**config.mk**
```make
export PLATFORM = sky130hd
export DESIGN_NAME = gated_sixteen_bit_timer
export DESIGN_NICKNAME = d
export VERILOG_FILES = /design/src/gated_timer_pkg.sv /design/src/gated_sixteen_bit_timer.sv
export VERILOG_INCLUDE_DIRS = /design/src
export SDC_FILE = /design/constraint.sdc
export NUM_CORES = 1
export LEC_CHECK = 0
export BUFFER_PORTS_ARGS = -buffer_cell sky130_fd_sc_hd__buf_2
export CAP_MARGIN = 20
export CORE_ASPECT_RATIO = 0.75
export CORE_UTILIZATION = 35
export DETAILED_ROUTE_END_ITERATION = 7
export SLEW_MARGIN = 5
export SYNTH_ARGS = -nofsm -noshare
export SYNTH_HDL_FRONTEND = slang
export SYNTH_SLANG_ARGS = --single-unit
```
**constraint.sdc**
```tcl
create_clock -name pclk -period 2.6 [get_ports pclk]
set_input_delay 0.13 -clock pclk [delete_from_list [all_inputs] [get_ports pclk]]
set_output_delay 0.13 -clock pclk [all_outputs]
set_load 0.01 [all_outputs]
```
**src/gated_timer_params.svh**
```systemverilog
// Register map, field positions and reset values of the gated sixteen-bit timer
`ifndef GATED_TIMER_PARAMS_SVH
`define GATED_TIMER_PARAMS_SVH

`define OFS_COUNT_LOW 8'h00
`define OFS_COUNT_HIGH 8'h04
`define OFS_CONTROL 8'h08
`define OFS_AUX 8'h0C
`define OFS_STATUS 8'h10
`define OFS_PIN_VIEW 8'h14

`define CTL_COUNTER_ON 0
`define CTL_CLOCK_SOURCE 1
`define CTL_SYNC_DISABLE 2
`define CTL_OSC_ENABLE 3
`define CTL_PRESCALE_LO 4
`define CTL_PRESCALE_HI 5
`define CTL_GATE_ENABLE 6
`define CTL_GATE_INVERT 7
`define AUX_ALT_CLOCK 0
`define STS_ROLLOVER 0
`define STS_OSC_USABLE 1
`define STS_ARMED 2

`define CONTROL_RESET 8'h00
`define AUX_RESET 1'h0
`define COUNT_RESET 16'h0000
`define PHASE_LAST 2'h3
`define PRESCALE_ZERO 3'h0

`endif

```
**src/gated_timer_pkg.sv**
```systemverilog
// Types shared by the gated sixteen-bit timer
package gated_timer_pkg;
  // Gray coded along quarter, full rate, external pin
  typedef enum logic [1:0] {
    src_quarter = 2'h0,
    src_full = 2'h1,
    src_external = 2'h3
  } clock_source_type;
endpackage

```
**src/gated_sixteen_bit_timer.sv**
```systemverilog
// Gated sixteen-bit timer/counter with prescaler, APB register slave
//
// Implementation choices: the APB register port and the register addresses.
`timescale 1ns/10ps
`include "gated_timer_params.svh"

module gated_sixteen_bit_timer
  import gated_timer_pkg::*;
#(
  parameter int COUNT_WIDTH = 16
) (
  input wire logic pclk, // System oscillator clock, 250 MHz
  input wire logic presetn, // Asynchronous reset, active low
  input wire logic psel, // APB select
  input wire logic penable, // APB access phase
  input wire logic pwrite, // APB direction, high for write
  input wire logic [7:0] paddr, // APB byte address
  input wire logic [31:0] pwdata, // APB write data
  output logic [31:0] prdata, // APB read data
  output logic pready, // APB ready, always one cycle
  output logic pslverr, // APB error on unmapped address
  input wire logic external_count_input, // External count pin
  input wire logic crystal_in_pin, // Crystal oscillator waveform
  input wire logic gate_input, // Gate pin
  input wire logic internal_oscillator, // Primary clock is internal osc without clock out
  input wire logic low_power_crystal_mode, // Primary clock is low-power crystal mode
  input wire logic sleep_mode, // Core is asleep
  input wire logic pin5_direction, // Pin 5 direction latch
  input wire logic pin4_direction, // Pin 4 direction latch
  input wire logic pin5_data, // Pin 5 input level
  input wire logic pin4_data, // Pin 4 input level
  output logic [1:0] pin_direction_view, // Direction bits as read, {pin5, pin4}
  output logic [1:0] pin_data_view, // Data bits as read, {pin5, pin4}
  output logic crystal_osc_run, // Crystal oscillator powered
  output logic rollover_flag, // Sticky rollover flag
  output logic wake_request // One-cycle wake pulse on rollover in sleep
);

  logic [COUNT_WIDTH-1:0] count;
  logic [7:0] control;
  logic alternate_clock_select;
  logic [2:0] ext_sync;
  logic [2:0] osc_sync;
  logic [2:0] gate_sync;
  logic ext_level;
  logic osc_level;
  logic gate_level;
  logic [1:0] phase;
  logic [2:0] prescale_count;
  logic armed;
  logic level_at_disable;
  logic counter_on_d;
  logic sync_pending;
  logic [1:0] next_pin_direction_view;
  logic [1:0] next_pin_data_view;

  // Prescale ratio minus one for a select code, used by the divider
  function automatic logic [2:0] prescale_limit(input logic [1:0] sel);
    case (sel)
      2'h0: prescale_limit = 3'h0;
      2'h1: prescale_limit = 3'h1;
      2'h2: prescale_limit = 3'h3;
      2'h3: prescale_limit = 3'h7;
      default: prescale_limit = 3'h0;
    endcase
  endfunction

  // APB decode
  wire access = psel & penable;
  wire wr = access & pwrite;
  wire hit_low = (paddr == `OFS_COUNT_LOW);
  wire hit_high = (paddr == `OFS_COUNT_HIGH);
  wire hit_control = (paddr == `OFS_CONTROL);
  wire hit_aux = (paddr == `OFS_AUX);
  wire hit_status = (paddr == `OFS_STATUS);
  wire hit_pins = (paddr == `OFS_PIN_VIEW);
  wire mapped = hit_low | hit_high | hit_control | hit_aux | hit_status | hit_pins;
  wire write_low = wr & hit_low;
  wire write_high = wr & hit_high;
  wire count_write = write_low | write_high;
  wire flag_clear = wr & hit_status & pwdata[`STS_ROLLOVER];

  // Control fields
  wire counter_on = control[`CTL_COUNTER_ON];
  wire clock_source_select = control[`CTL_CLOCK_SOURCE];
  wire external_sync_disable = control[`CTL_SYNC_DISABLE];
  wire crystal_osc_enable = control[`CTL_OSC_ENABLE];
  wire [1:0] prescale_select = control[`CTL_PRESCALE_HI:`CTL_PRESCALE_LO];
  wire gate_enable = control[`CTL_GATE_ENABLE];
  wire gate_invert = control[`CTL_GATE_INVERT];

  // Crystal shares the system low-power oscillator
  wire osc_usable = internal_oscillator | low_power_crystal_mode;
  wire osc_active = crystal_osc_enable & osc_usable;
  wire use_crystal = osc_active & internal_oscillator;

  wire clock_source_type source = clock_source_select ? src_external :
    (alternate_clock_select ? src_full : src_quarter);

  // Three-stage sampling; a level counts once stages two and three agree
  wire ext_next = use_crystal ? osc_level : ext_level;
  wire ext_settled = (ext_sync[1] == ext_sync[2]);
  wire osc_settled = (osc_sync[1] == osc_sync[2]);
  wire gate_settled = (gate_sync[1] == gate_sync[2]);
  wire ext_new = ext_settled ? ext_sync[2] : ext_level;
  wire osc_new = osc_settled ? osc_sync[2] : osc_level;
  wire pin_rise = ext_new & ~ext_level;
  wire pin_fall = ~ext_new & ext_level;
  wire osc_rise = osc_new & ~osc_level;
  wire osc_fall = ~osc_new & osc_level;
  wire src_rise = use_crystal ? osc_rise : pin_rise;
  wire src_fall = use_crystal ? osc_fall : pin_fall;
  wire src_level = use_crystal ? osc_level : ext_level;

  // Gate polarity: invert set means active high
  wire gate_open = ~gate_enable | (gate_level == gate_invert);
  wire run = counter_on & gate_open;

  // Instruction cycle boundary every fourth oscillator clock
  wire instr_tick = (phase == `PHASE_LAST);

  // Synchronized mode waits for the phase boundary and stops in sleep; the
  // asynchronous path counts at once and keeps running in sleep
  wire ext_edge = src_rise & armed;
  wire sync_tick = (ext_edge | sync_pending) & instr_tick & ~sleep_mode;
  wire async_tick = ext_edge;
  wire ext_tick = external_sync_disable ? async_tick : sync_tick;

  logic source_tick;
  always_comb begin
    case (source)
      src_quarter: source_tick = instr_tick & ~sleep_mode;
      src_full: source_tick = ~sleep_mode;
      src_external: source_tick = ext_tick;
      default: source_tick = 1'b0;
    endcase
  end

  wire step = run & source_tick;
  wire prescale_done = (prescale_count == prescale_limit(prescale_select));
  wire increment = step & prescale_done;
  // Whole-word add keeps the byte carry inside one increment
  wire [COUNT_WIDTH:0] count_sum = {1'b0, count} + {{COUNT_WIDTH{1'b0}}, 1'b1};
  wire rollover = increment & count_sum[COUNT_WIDTH];
  wire enable_rise = counter_on & ~counter_on_d;

  // Register read mux
  wire [31:0] status_word = {29'h0000000, armed, osc_usable, rollover_flag};
  wire [31:0] read_word = hit_low ? {24'h000000, count[7:0]} :
    hit_high ? {24'h000000, count[15:8]} :
    hit_control ? {24'h000000, control} :
    hit_aux ? {31'h00000000, alternate_clock_select} :
    hit_status ? status_word :
    hit_pins ? {28'h0000000, pin_data_view, pin_direction_view} : 32'h00000000;

  assign pready = 1'b1;
  assign pslverr = access & ~mapped;
  assign crystal_osc_run = osc_active;

  // Direction reads 1 and data reads 0 while the oscillator owns the pins
  always_comb begin
    next_pin_direction_view = {pin5_direction, pin4_direction};
    next_pin_data_view = {pin5_data, pin4_data};
    if (crystal_osc_enable) begin
      next_pin_direction_view = 2'h3;
      next_pin_data_view = 2'h0;
    end
  end

  always_ff @(posedge pclk or negedge presetn) begin
    if (!presetn) begin
      prdata <= 32'h00000000;
    end else if (psel & ~penable & ~pwrite) begin
      prdata <= read_word;
    end
  end

  always_ff @(posedge pclk or negedge presetn) begin
    if (!presetn) begin
      control <= `CONTROL_RESET;
      alternate_clock_select <= `AUX_RESET;
    end else begin
      if (wr & hit_control) begin
        control <= pwdata[7:0];
      end
      if (wr & hit_aux) begin
        alternate_clock_select <= pwdata[`AUX_ALT_CLOCK];
      end
    end
  end

  always_ff @(posedge pclk or negedge presetn) begin
    if (!presetn) begin
      ext_sync <= 3'h0;
      osc_sync <= 3'h0;
      gate_sync <= 3'h0;
      ext_level <= 1'b0;
      osc_level <= 1'b0;
      gate_level <= 1'b0;
    end else begin
      ext_sync <= {ext_sync[1:0], external_count_input};
      osc_sync <= {osc_sync[1:0], crystal_in_pin & osc_active};
      gate_sync <= {gate_sync[1:0], gate_input};
      ext_level <= ext_new;
      osc_level <= osc_new;
      if (gate_settled) begin
        gate_level <= gate_sync[2];
      end
    end
  end

  always_ff @(posedge pclk or negedge presetn) begin
    if (!presetn) begin
      phase <= 2'h0;
    end else begin
      phase <= phase + 2'h1;
    end
  end

  // Re-arm: a falling edge must be seen before the first counted rise
  always_ff @(posedge pclk or negedge presetn) begin
    if (!presetn) begin
      armed <= 1'b0;
      level_at_disable <= 1'b0;
      counter_on_d <= 1'b0;
    end else begin
      counter_on_d <= counter_on;
      if (counter_on_d & ~counter_on) begin
        level_at_disable <= src_level;
      end
      if (count_write) begin
        armed <= 1'b0;
      end else if (enable_rise & level_at_disable & ~src_level) begin
        armed <= 1'b0;
      end else if (counter_on & src_fall) begin
        armed <= 1'b1;
      end
    end
  end

  // A pending synchronized edge is dropped on a switch to asynchronous mode,
  // which is where one increment may go missing
  always_ff @(posedge pclk or negedge presetn) begin
    if (!presetn) begin
      sync_pending <= 1'b0;
    end else if (external_sync_disable | count_write | ~run) begin
      sync_pending <= 1'b0;
    end else if (instr_tick & ~sleep_mode) begin
      sync_pending <= 1'b0;
    end else if (ext_edge) begin
      sync_pending <= 1'b1;
    end
  end

  always_ff @(posedge pclk or negedge presetn) begin
    if (!presetn) begin
      prescale_count <= `PRESCALE_ZERO;
    end else if (count_write) begin
      prescale_count <= `PRESCALE_ZERO;
    end else if (step) begin
      prescale_count <= prescale_done ? `PRESCALE_ZERO : prescale_count + 3'h1;
    end
  end

  // Byte writes go straight into the live count and beat an increment
  always_ff @(posedge pclk or negedge presetn) begin
    if (!presetn) begin
      count <= `COUNT_RESET;
    end else if (count_write) begin
      if (write_low) begin
        count[7:0] <= pwdata[7:0];
      end
      if (write_high) begin
        count[15:8] <= pwdata[7:0];
      end
    end else if (increment) begin
      count <= count_sum[COUNT_WIDTH-1:0];
    end
  end

  // Set wins over a software clear in the same cycle
  always_ff @(posedge pclk or negedge presetn) begin
    if (!presetn) begin
      rollover_flag <= 1'b0;
      wake_request <= 1'b0;
    end else begin
      if (rollover) begin
        rollover_flag <= 1'b1;
      end else if (flag_clear) begin
        rollover_flag <= 1'b0;
      end
      wake_request <= rollover & sleep_mode;
    end
  end

  always_ff @(posedge pclk or negedge presetn) begin
    if (!presetn) begin
      pin_direction_view <= 2'h3;
      pin_data_view <= 2'h0;
    end else begin
      pin_direction_view <= next_pin_direction_view;
      pin_data_view <= next_pin_data_view;
    end
  end

endmodule

```
# Yosys cells after proc, flatten, opt, wreduce, memory -nomap -nowiden
# Index checks and enable logic that the tools add are counted.
# W data, S select, Z words.
[totals] ff_bits=84 in_bits=55 output_inout_bits=41
[op_classes] add_sub_neg=3 n_eq_ne=18 muxes=33 bitwise_logic=56 reduce_logical=10
[ops] op="$mux W8" n=5
[ops] op="$and A1 B1 Y1" n=32
[ops] op="$mux W16" n=2
[ops] op="$add A16 B1 Y17 const B" n=1
[ops] op="$eq A8 B4 Y1 const B" n=2
[ops] op="$eq A8 B5 Y1 const B" n=2
[ops] op="$mux W1" n=15
[ops] op="$not A1 Y1" n=13
[ops] op="$mux W4" n=3
[ops] op="$pmux W3 S4" n=1
[ops] op="$or A1 B1 Y1" n=11
[ops] op="$mux W3" n=3
[ops] op="$eq A2 B2 Y1 const B" n=4
[ops] op="$eq A8 B3 Y1 const B" n=1
[ops] op="$logic_not A8 Y1" n=1
[ops] op="$mux W2" n=3
[ops] op="$reduce_bool A2 Y1" n=3
[ops] op="$reduce_bool A3 Y1" n=2
[ops] op="$eq A1 B1 Y1" n=4
[ops] op="$eq A2 B1 Y1 const B" n=2
[ops] op="$logic_not A2 Y1" n=2
[ops] op="$ne A2 B2 Y1 const B" n=2
[ops] op="$reduce_and A2 Y1" n=2
[ops] op="$add A3 B1 Y3 const B" n=1
[ops] op="other kinds (3)" n=3

# Depth between registers and ports, before layout
# Gate-level depths: netlist of the first run.
[depth] depth_word=14 mapped_depth=9 ltp_nobuf=7

# Worst setup path before layout of the first run
# Ideal clock, no wire load.
[synth_timing] kind="register to register" startpoint="register control[1]" endpoint="register count[1]" setup_ns=0.081 t_arrival_ns=1.761 required_time_ns=2.519 path_slack_ns=0.758 path_stages_with_launch=8 cell_sequence="dfrtp_1 -> or2b_2 -> a21oi_2 -> o221ai_4 -> o31ai_4 -> buf_6 -> nor2_1 -> a31oi_2"
[synth_between] elab_chain_len=7 elab_cells_between_ends=9
[synth_rtl] element="start: declaration" line="gated_sixteen_bit_timer.sv:40" rtl="logic [7:0] control;"
[synth_rtl] element="start signal: assignment" line="gated_sixteen_bit_timer.sv:180" rtl="control <= `CONTROL_RESET;"
[synth_rtl] element="start signal: assignment" line="gated_sixteen_bit_timer.sv:184" rtl="control <= pwdata[7:0];"
[synth_rtl] element="$mux W2 (*)" line="gated_sixteen_bit_timer.sv:97" rtl="wire clock_source_type source = clock_source_select ? src_external :"
[synth_rtl] element="$eq A2 B2 Y1, or another cell as far along" line="gated_sixteen_bit_timer.sv:131" rtl="case (source)"
[synth_rtl] element="$pmux W1 S3 (*)" line="gated_sixteen_bit_timer.sv:131"
[synth_rtl] element="$and A1 B1 Y1 (*)" line="gated_sixteen_bit_timer.sv:139" rtl="wire step = run & source_tick;"
[synth_rtl] element="$and A1 B1 Y1 (*)" line="gated_sixteen_bit_timer.sv:141" rtl="wire increment = step & prescale_done;"
[synth_rtl] element="$reduce_bool A2 Y1 (no line) (*)"
[synth_rtl] element="$reduce_and A2 Y1 (no line) (*)"
[synth_rtl] element="end signal: assignment" line="gated_sixteen_bit_timer.sv:268" rtl="count <= `COUNT_RESET;"
[synth_rtl] element="end signal: assignment" line="gated_sixteen_bit_timer.sv:271" rtl="count[7:0] <= pwdata[7:0];"
[synth_rtl] element="end signal: assignment" line="gated_sixteen_bit_timer.sv:277" rtl="count <= count_sum[COUNT_WIDTH-1:0];"
[synth_rtl] element="end: declaration" line="gated_sixteen_bit_timer.sv:39" rtl="logic [COUNT_WIDTH-1:0] count;"
# Every way passes the cells marked *; elsewhere a longest branch is shown, timed or not.
# A chain may end at the register's enable or synchronous reset.

# Final worst setup path of the first run
[layout_timing] startpoint="register control[1]" endpoint="register count[0]"
# The elaborated chain is that of the path after synthesis.

==> results of run 1 <==
[synth_stat cells (3+ instances only)]
| master | count |
|---|---|
| nand4_1 | 4 |
| and3_1 | 8 |
| and2b_2 | 3 |
| inv_1 | 13 |
| o22ai_1 | 4 |
| or2_2 | 4 |
| clkbuf_1 | 7 |
| mux2i_1 | 9 |
| dfrtp_1 | 58 |
| o41ai_1 | 3 |
| buf_4 | 27 |
| nor2_1 | 20 |
| nand2_1 | 37 |
| nand3_1 | 11 |
| mux2_4 | 7 |
| ha_1 | 3 |
| nor3_1 | 5 |
| maj3_1 | 3 |
| o31ai_1 | 5 |
| mux2_2 | 3 |
| a21oi_2 | 3 |
| nand2b_1 | 3 |
| a21oi_1 | 33 |
| o21ai_0 | 19 |
[through the flow]
step	std cells	worst slack, ns	total power [µW]	util [%]	hold slack (ns)
floorplan	373	0.758	1100	-	-0.166
detailed placement	515	0.423	1150	39.8	0.239
global placement	515	0.460	1150	39.8	0.238
CTS	537	0.551	2520	44.0	0.0144
global route	537	0.452	2590	44.0	0.0122
finish	537	0.538	2480	44.0	0.0263
[power groups by stage]
| stage | Sequential, µW | Clock, µW | Combinational, µW |
|---|---|---|---|
| 6_report | 977 | 1340 | 165 |
| 5_1_grt | 979 | 1420 | 184 |
| 4_1_cts | 977 | 1370 | 166 |
| 3_5_place_dp | 992 | 0 | 159 |
| 3_3_place_gp | 991 | 0 | 157 |
| 2_1_floorplan | 989 | 0 | 109 |
[worst register-to-register path, cell delays in order (launching register included)]
cell,delay (ns)
dfrtp_1,0.43
or2b_2,0.32
a21oi_2,0.19
o221ai_4,0.23
o31ai_4,0.29
buf_4,0.26
and3_1,0.18
nor3_1,0.04
[path summary, 6_finish.rpt]
path | to | start
worst max register to register | count[0] | control[1]
worst min register to register | gate_sync[1] | gate_sync[0]
worst max-delay path | count[0] | control[1]
max in group asynchronous | count[2] | presetn
worst min-delay path | pin_data_view[0] | pin4_data
min in group asynchronous | gate_sync[1] | presetn
[final cells by class]
type | count | area [µm²] | area share [%]
sequential | 60 | 1500 | 36.9
multi-input combinational | 260 | 1690 | 41.4
clock buffer | 11 | 233 | 5.70
inverter | 14 | 52.6 | 1.29
tap | 128 | 160 | 3.93
timing repair buffer | 59 | 343 | 8.40
clock inverter | 5 | 100 | 2.45
[repair_timing]
item,in CTS,in global routing
endpoints found under the hold margin,63,0
hold buffers,6,0
buffers inserted,0,0
[registers in the layout (all words and copies together) (netlist names), 2 cells and up]
register            flops
prdata                  8
pin_data_view           2
osc_sync                3
phase                   2
gate_sync               3
count                  16
pin_direction_view      2
control                 8
prescale_count          3
ext_sync                3
[cells by family after synthesis]
| kind of cell | count (synthesis) |
|---|---|
| other | 2 |
| and+or+nand+nor | 120 |
| buffers and inverters | 53 |
| AOI/OAI and AO/OA | 87 |
| adders and majority gates | 6 |
| muxes | 20 |
| DFF | 60 |
| xor gates and xnor gates | 2 |
[routing by layer]
metal	vias to the layer above	wire length, µm	track usage (%)
li1	1316	-	-
met1	1303	4300	25.9
met2	111	3450	23.7
met3	11	681	7.06
met4	0	104	6.06
met5	-	0	0
==> impl_metrics.py, run 1 <==
metrics = {
    "worst_setup_path": {
        "cp.depth": 7,
        "reg2reg_depth": 7,
        "startpoint_type": "register",
        "worstSetupPathType": "reg -> reg",
        "cpPeakStageDelay_ns": 0.43,
        "worstPathMaxFanout": 16,
        "crit_buf_inv": 1,
        "cp-end-kind": "register",
        "critPathTopFamily": "compound AO/OA/AOI/OAI gates",
        "cp_cell_sequence": "or2b_2 > a21oi_2 > o221ai_4 > o31ai_4 > buf_4 > and3_1 > nor3_1",
        "r2r_slack_ns": 0.54,
        "cp_data_required_time_ns": 2.82,
        "cp_slowest_cell": "dfrtp_1",
        "crit_arrival_ns": 2.28,
    },
    "timing": {
        "fmax_mhz": 485,
        "finalSetupViolations": 0,
        "hold_violations": 0,
        "drv_slew": 0,
        "setup_tns_ns": 0,
        "fin_skew_ns": 0.00416,
        "relSlewSlack_pct": 48.8,
        "post-route-min-period_ns": 2.06,
        "min_period_over_period_pct": 79.3,
        "rsz0062_at_grt": "false",
        "tightest_slew_ns": 0.768,
    },
    "synthesis": {
        "synth-compound-area-share_pct": 17.1,
        "postSynthAreaPerCell_um2": 9.81,
        "synth-simple-area-share_pct": 19.5,
        "yosysWarnings": 0,
        "async_flop_share_pct": 100,
        "yosys_most_used_dff": "dfrtp_1",
        "synthMuxAreaShare_pct": 7.33,
        "synth_area_um2": 3430,
        "synthXorXnorAreaFrac_pct": 0.510,
        "yosysSeqAreaShare_pct": 43.8,
        "syn_inst": 350,
        "synth_top_family_by_area": "simple AND/OR/NAND/NOR gates",
        "synth_edf_count": 0,
        "yosys.area.top_type_share_pct": 42.3,
        "yosys_register_bits": 60,
        "synthTopCellsByArea": "dfrtp_1, buf_4, a21oi_1",
        "synthDistinctLibCells": 70,
        "synth_fa_ha_area_share_pct": 1.97,
        "yosys.area.top_type": "dfrtp_1",
    },
    "clock_network": {
        "clk_pin_slew_ns": 0.05,
        "cts_resized": 0,
        "cts_root_buffer": "clkbuf_16",
        "clock-sinks": 60,
        "htreeDepth": 3,
        "cts.path.max_buffers": 2,
        "cts_tree": "yes",
        "clk-insertion-delay-late_ns": 0.33,
        "cts_inserted_buffers": 9,
    },
    "placement": {
        "port_buffers": 46,
        "placed_area_um2": 3690,
        "hpwl_mm": 6.07,
        "gp_congestion": 0.852,
    },
    "job": {
        "cap_viol_max_count": 0,
    },
    "pwr": {
        "pwr-share-comb_pct": 6.7,
        "seq_power_share_pct": 39.4,
        "power_density_nw_per_um2": 608,
        "p_sw_uw": 531,
        "p_sw_share_pct": 21.4,
        "clkPwrFrac_pct": 54.0,
        "worst_ir_drop_vdd_mv": 0.460,
        "internal_power_uw": 1950,
        "leakage_uw": 0.00195,
    },
    "detailed_routing": {
        "dr_total_vias": 2741,
        "routedWlPerCell_um": 15.9,
        "drt.antenna.violating_nets": 0,
        "first_pass_iters": 5,
        "drc": 0,
        "first_iter_violations": 161,
        "routed_via_density": 5.10,
        "wirelength_mm": 8.53,
    },
    "layout": {
        "final_common_cell": "dfrtp_1",
        "fillers": 918,
        "final_cell_mix": "dfrtp_1, buf_2, nand2_1",
        "synthToLayoutAreaGrowth_pct": 18.9,
        "final_nets": 462,
        "design_area_um2": 4080,
        "final_layout_size_suffix_gt1_share_pct": 25.9,
        "diodes": 0,
    },
    "floorplan": {
        "core_um2": 9270,
        "fp-row-count": 30,
        "io-pin-count": 96,
        "chipWidth_um": 116,
        "dieArea_um2": 10200,
        "initial_utilization_pct": 37.0,
        "fp.dieH_um": 87.8,
    },
    "global_routing": {
        "grt_pass1_vias": 2512,
        "grt_pass1_wl_mm": 13.3,
        "overflow": 0,
        "grt_max_degree": 61,
        "antenna_found_initial": 0,
        "track_usage_pct": 17.9,
    },
    "outcome": {
        "outcome": "completed",
    },
    "hold_path": {
        "hold_depth": 2,
        "hold_path_class": "in -> reg",
    },
}
(Power assumes the default switching activity.)
==> run 2: changes to the inputs <==
Settings changed: ABC_AREA set to 1.
Clock period 2.6 ns to 2.01 ns, I/O delays scaled along.
==> impl_metrics.py, run 2 <==
metrics = {
    "outcome": {
        "outcome": "completed",
    },
    "global_routing": {
        "grt_pass1_vias": 2838,
        "grt_max_degree": 39,
        "grt_pass1_wl_mm": 14.6,
        "overflow": 0,
        "track_usage_pct": 19.5,
        "antenna_found_initial": 0,
    },
    "layout": {
        "final_layout_size_suffix_gt1_share_pct": 17.8,
        "final_util_pct": 45.5,
        "final_common_cell": "nand2_1",
        "final_nets": 575,
        "largest-register": "count",
        "synthToLayoutAreaGrowth_pct": 23.0,
        "largest_reg_flops": 16,
        "final_cell_mix": "nand2_1, dfrtp_1, buf_2",
        "reg_top3": "count x16, control x8, prdata x8",
        "fin_cells": 650,
        "diodes": 0,
    },
    "floorplan": {
        "dieArea_um2": 10200,
        "chipWidth_um": 116,
        "core_um2": 9270,
        "fp-row-count": 30,
        "io-pin-count": 96,
        "initial_utilization_pct": 37.0,
        "fp.dieH_um": 87.7,
    },
    "worst_setup_path": {
        "worstPathMaxFanout": 6,
        "crit_start": "count[1]",
        "r2r-start": "count[1]",
        "cp_slowest_cell": "dfrtp_1",
        "cp-end-kind": "register",
        "worstSetupPathType": "reg -> reg",
        "cp_data_required_time_ns": 2.28,
        "cp_common_cell": "nand2_1",
        "crit_arrival_ns": 2.10,
        "startpoint_type": "register",
        "cp_cell_sequence": "ha_1 > nand2_1 > nor2_1 > nand3_2 > nor3_1 > o21ai_0 > o21ai_0 > nand2_1 > nand2_1",
        "cpPeakStageDelay_ns": 0.40,
    },
    "clock_network": {
        "clk-insertion-delay-late_ns": 0.33,
        "cts_inserted_buffers": 9,
        "cts_root_buffer": "clkbuf_16",
        "htreeDepth": 3,
        "cts.path.max_buffers": 2,
        "clock-sinks": 60,
        "clk_pin_slew_ns": 0.05,
        "cts_tree": "yes",
    },
    "hold_path": {
        "min-delay-start": "pwdata[6]",
        "hold_path_class": "in -> reg",
    },
    "detailed_routing": {
        "wirelength_mm": 9.06,
        "routedWlPerCell_um": 13.9,
        "drt.antenna.violating_nets": 0,
        "highest_layer": "met4",
        "routed_via_density": 4.81,
        "first_pass_iters": 5,
        "wl_met3_um": 692,
        "dr_total_vias": 3125,
        "wl_met2_mm": 3.51,
        "met1Wirelength_mm": 4.77,
        "drc": 0,
        "first_iter_violations": 268,
    },
    "pwr": {
        "leakage_uw": 0.00222,
        "worst_ir_drop_vdd_mv": 0.463,
        "seq_power_share_pct": 37.7,
        "clkPwrFrac_pct": 56.8,
        "p_sw_share_pct": 20.4,
        "power_uw": 3330,
        "internal_power_uw": 2650,
        "pwr-share-comb_pct": 5.6,
        "power_density_nw_per_um2": 788,
        "p_sw_uw": 679,
    },
    "synthesis": {
        "yosys.area.top_type_share_pct": 42.3,
        "synthTopCellsByArea": "dfrtp_1, nand2_1, nand3_1",
        "ys_top_cells_by_count": "nand2_1, dfrtp_1, nand3_1, nor2_1, inv_1",
        "synth_edf_count": 0,
        "yosysSeqAreaShare_pct": 43.9,
        "yosys_register_bits": 60,
        "synthDistinctLibCells": 38,
        "yosysWarnings": 0,
        "syn_inst": 450,
        "postSynthAreaPerCell_um2": 7.62,
        "synth_area_um2": 3430,
        "async_flop_share_pct": 100,
        "yosys.area.top_type": "dfrtp_1",
        "yosys_most_used_dff": "dfrtp_1",
        "yosysMostFrequentCell": "nand2_1",
    },
    "timing": {
        "tightest_slew_ns": 0.561,
        "fmax_mhz": 546,
        "post-route-min-period_ns": 1.83,
        "drv_slew": 0,
        "min_period_over_period_pct": 91.1,
        "fin_skew_ns": 0.00535,
        "finalSetupViolations": 0,
        "relSlewSlack_pct": 62.6,
        "final.setup.worst_slack_ns": 0.179,
        "hold_violations": 0,
    },
    "job": {
        "cap_viol_max_count": 0,
    },
    "placement": {
        "post-place-ws_ns": 0.190,
        "hpwl_mm": 6.74,
        "gp_congestion": 0.928,
        "dp_cells": 627,
        "port_buffers": 46,
    },
}
## run 2: cell count changes in the layout (fill, tap and decap cells not counted), moves of 8 or more
| cell | change |
|---|---|
| xor2_1 | +8 |
| inv_1 | +27 |
| nand2_1 | +97 |
| nand3_1 | +29 |
| mux2i_1 | -9 |
| and3_1 | -8 |
| o21ai_0 | +9 |
| a21oi_1 | -17 |
| nor2_1 | +21 |
## run 2: critical path: cells and delay by family (launching register included)
| family | cells | cell delay, ns |
|---|---|---|
| simple gates | 6 | 0.91 |
| flops | 1 | 0.40 |
| compound gates | 2 | 0.29 |
| fa+ha+maj | 1 | 0.18 |
## run 2: cell type report
class,count,area (µm²)
clock buffer,13,280
clock inverter,3,90.1
fill,944,5050
inverter,42,160
multi-input combinational,340,1630
sequential,60,1500
tap,128,160
timing repair buffer,64,395
## run 2: logic make-up after synthesis
logic type               synth area share, %
multiplexers                           0.328
buffers and inverters                   11.3
XOR/XNOR                                3.58
flip-flops                              43.9
AO/OA/AOI/OAI                           8.43
AND/OR/NAND/NOR                         30.9
other                                  0.219
adder cells (fa/ha/maj)                 1.39
## run 2: final timing paths
path | endpoint | slack (ns) | depth (start not counted)
max | count[10] | 0.18 | 9
min | control[6] | 0.02 | 3
max in group asynchronous | pin_direction_view[1] | 1.04 | 3
min in group asynchronous | count[15] | 0.30 | 2
max reg2reg | count[10] | 0.18 | 9
min reg2reg | gate_sync[1] | 0.35 | 0
## run 2: power groups by stage
stage	logic, µW	clock network [µW]	registers (µW)
global placement	171	0	1270
CTS	186	1930	1250
floorplan	115	0	1270
detailed placement	175	0	1270
global route	212	1980	1250
finish	185	1890	1250
## run 2: routing by layer
layer / vias to the layer above / track usage [%]
met5: - / 0
met4: 0 / 6.29
met3: 10 / 5.67
met2: 140 / 25.8
met1: 1438 / 29.6
li1: 1537 / -
## run 2: metrics by stage
step / hold WS (ns) / TNS, ns / cell area, µm²
floorplan: -0.195 / 0 / 3520
global placement: 0.129 / 0 / 3770
detailed placement: 0.135 / 0 / 3770
CTS: 0.00745 / 0 / 4210
global route: 0.0287 / -0.0170 / 4220
finish: 0.0162 / 0 / 4220
## run 2: timing repair
item,CTS,global route
hold endpoints to repair,28,0
endpoints found under the setup margin,0,2
setup buffers,0,0
resized for setup,0,1
hold buffers,7,0
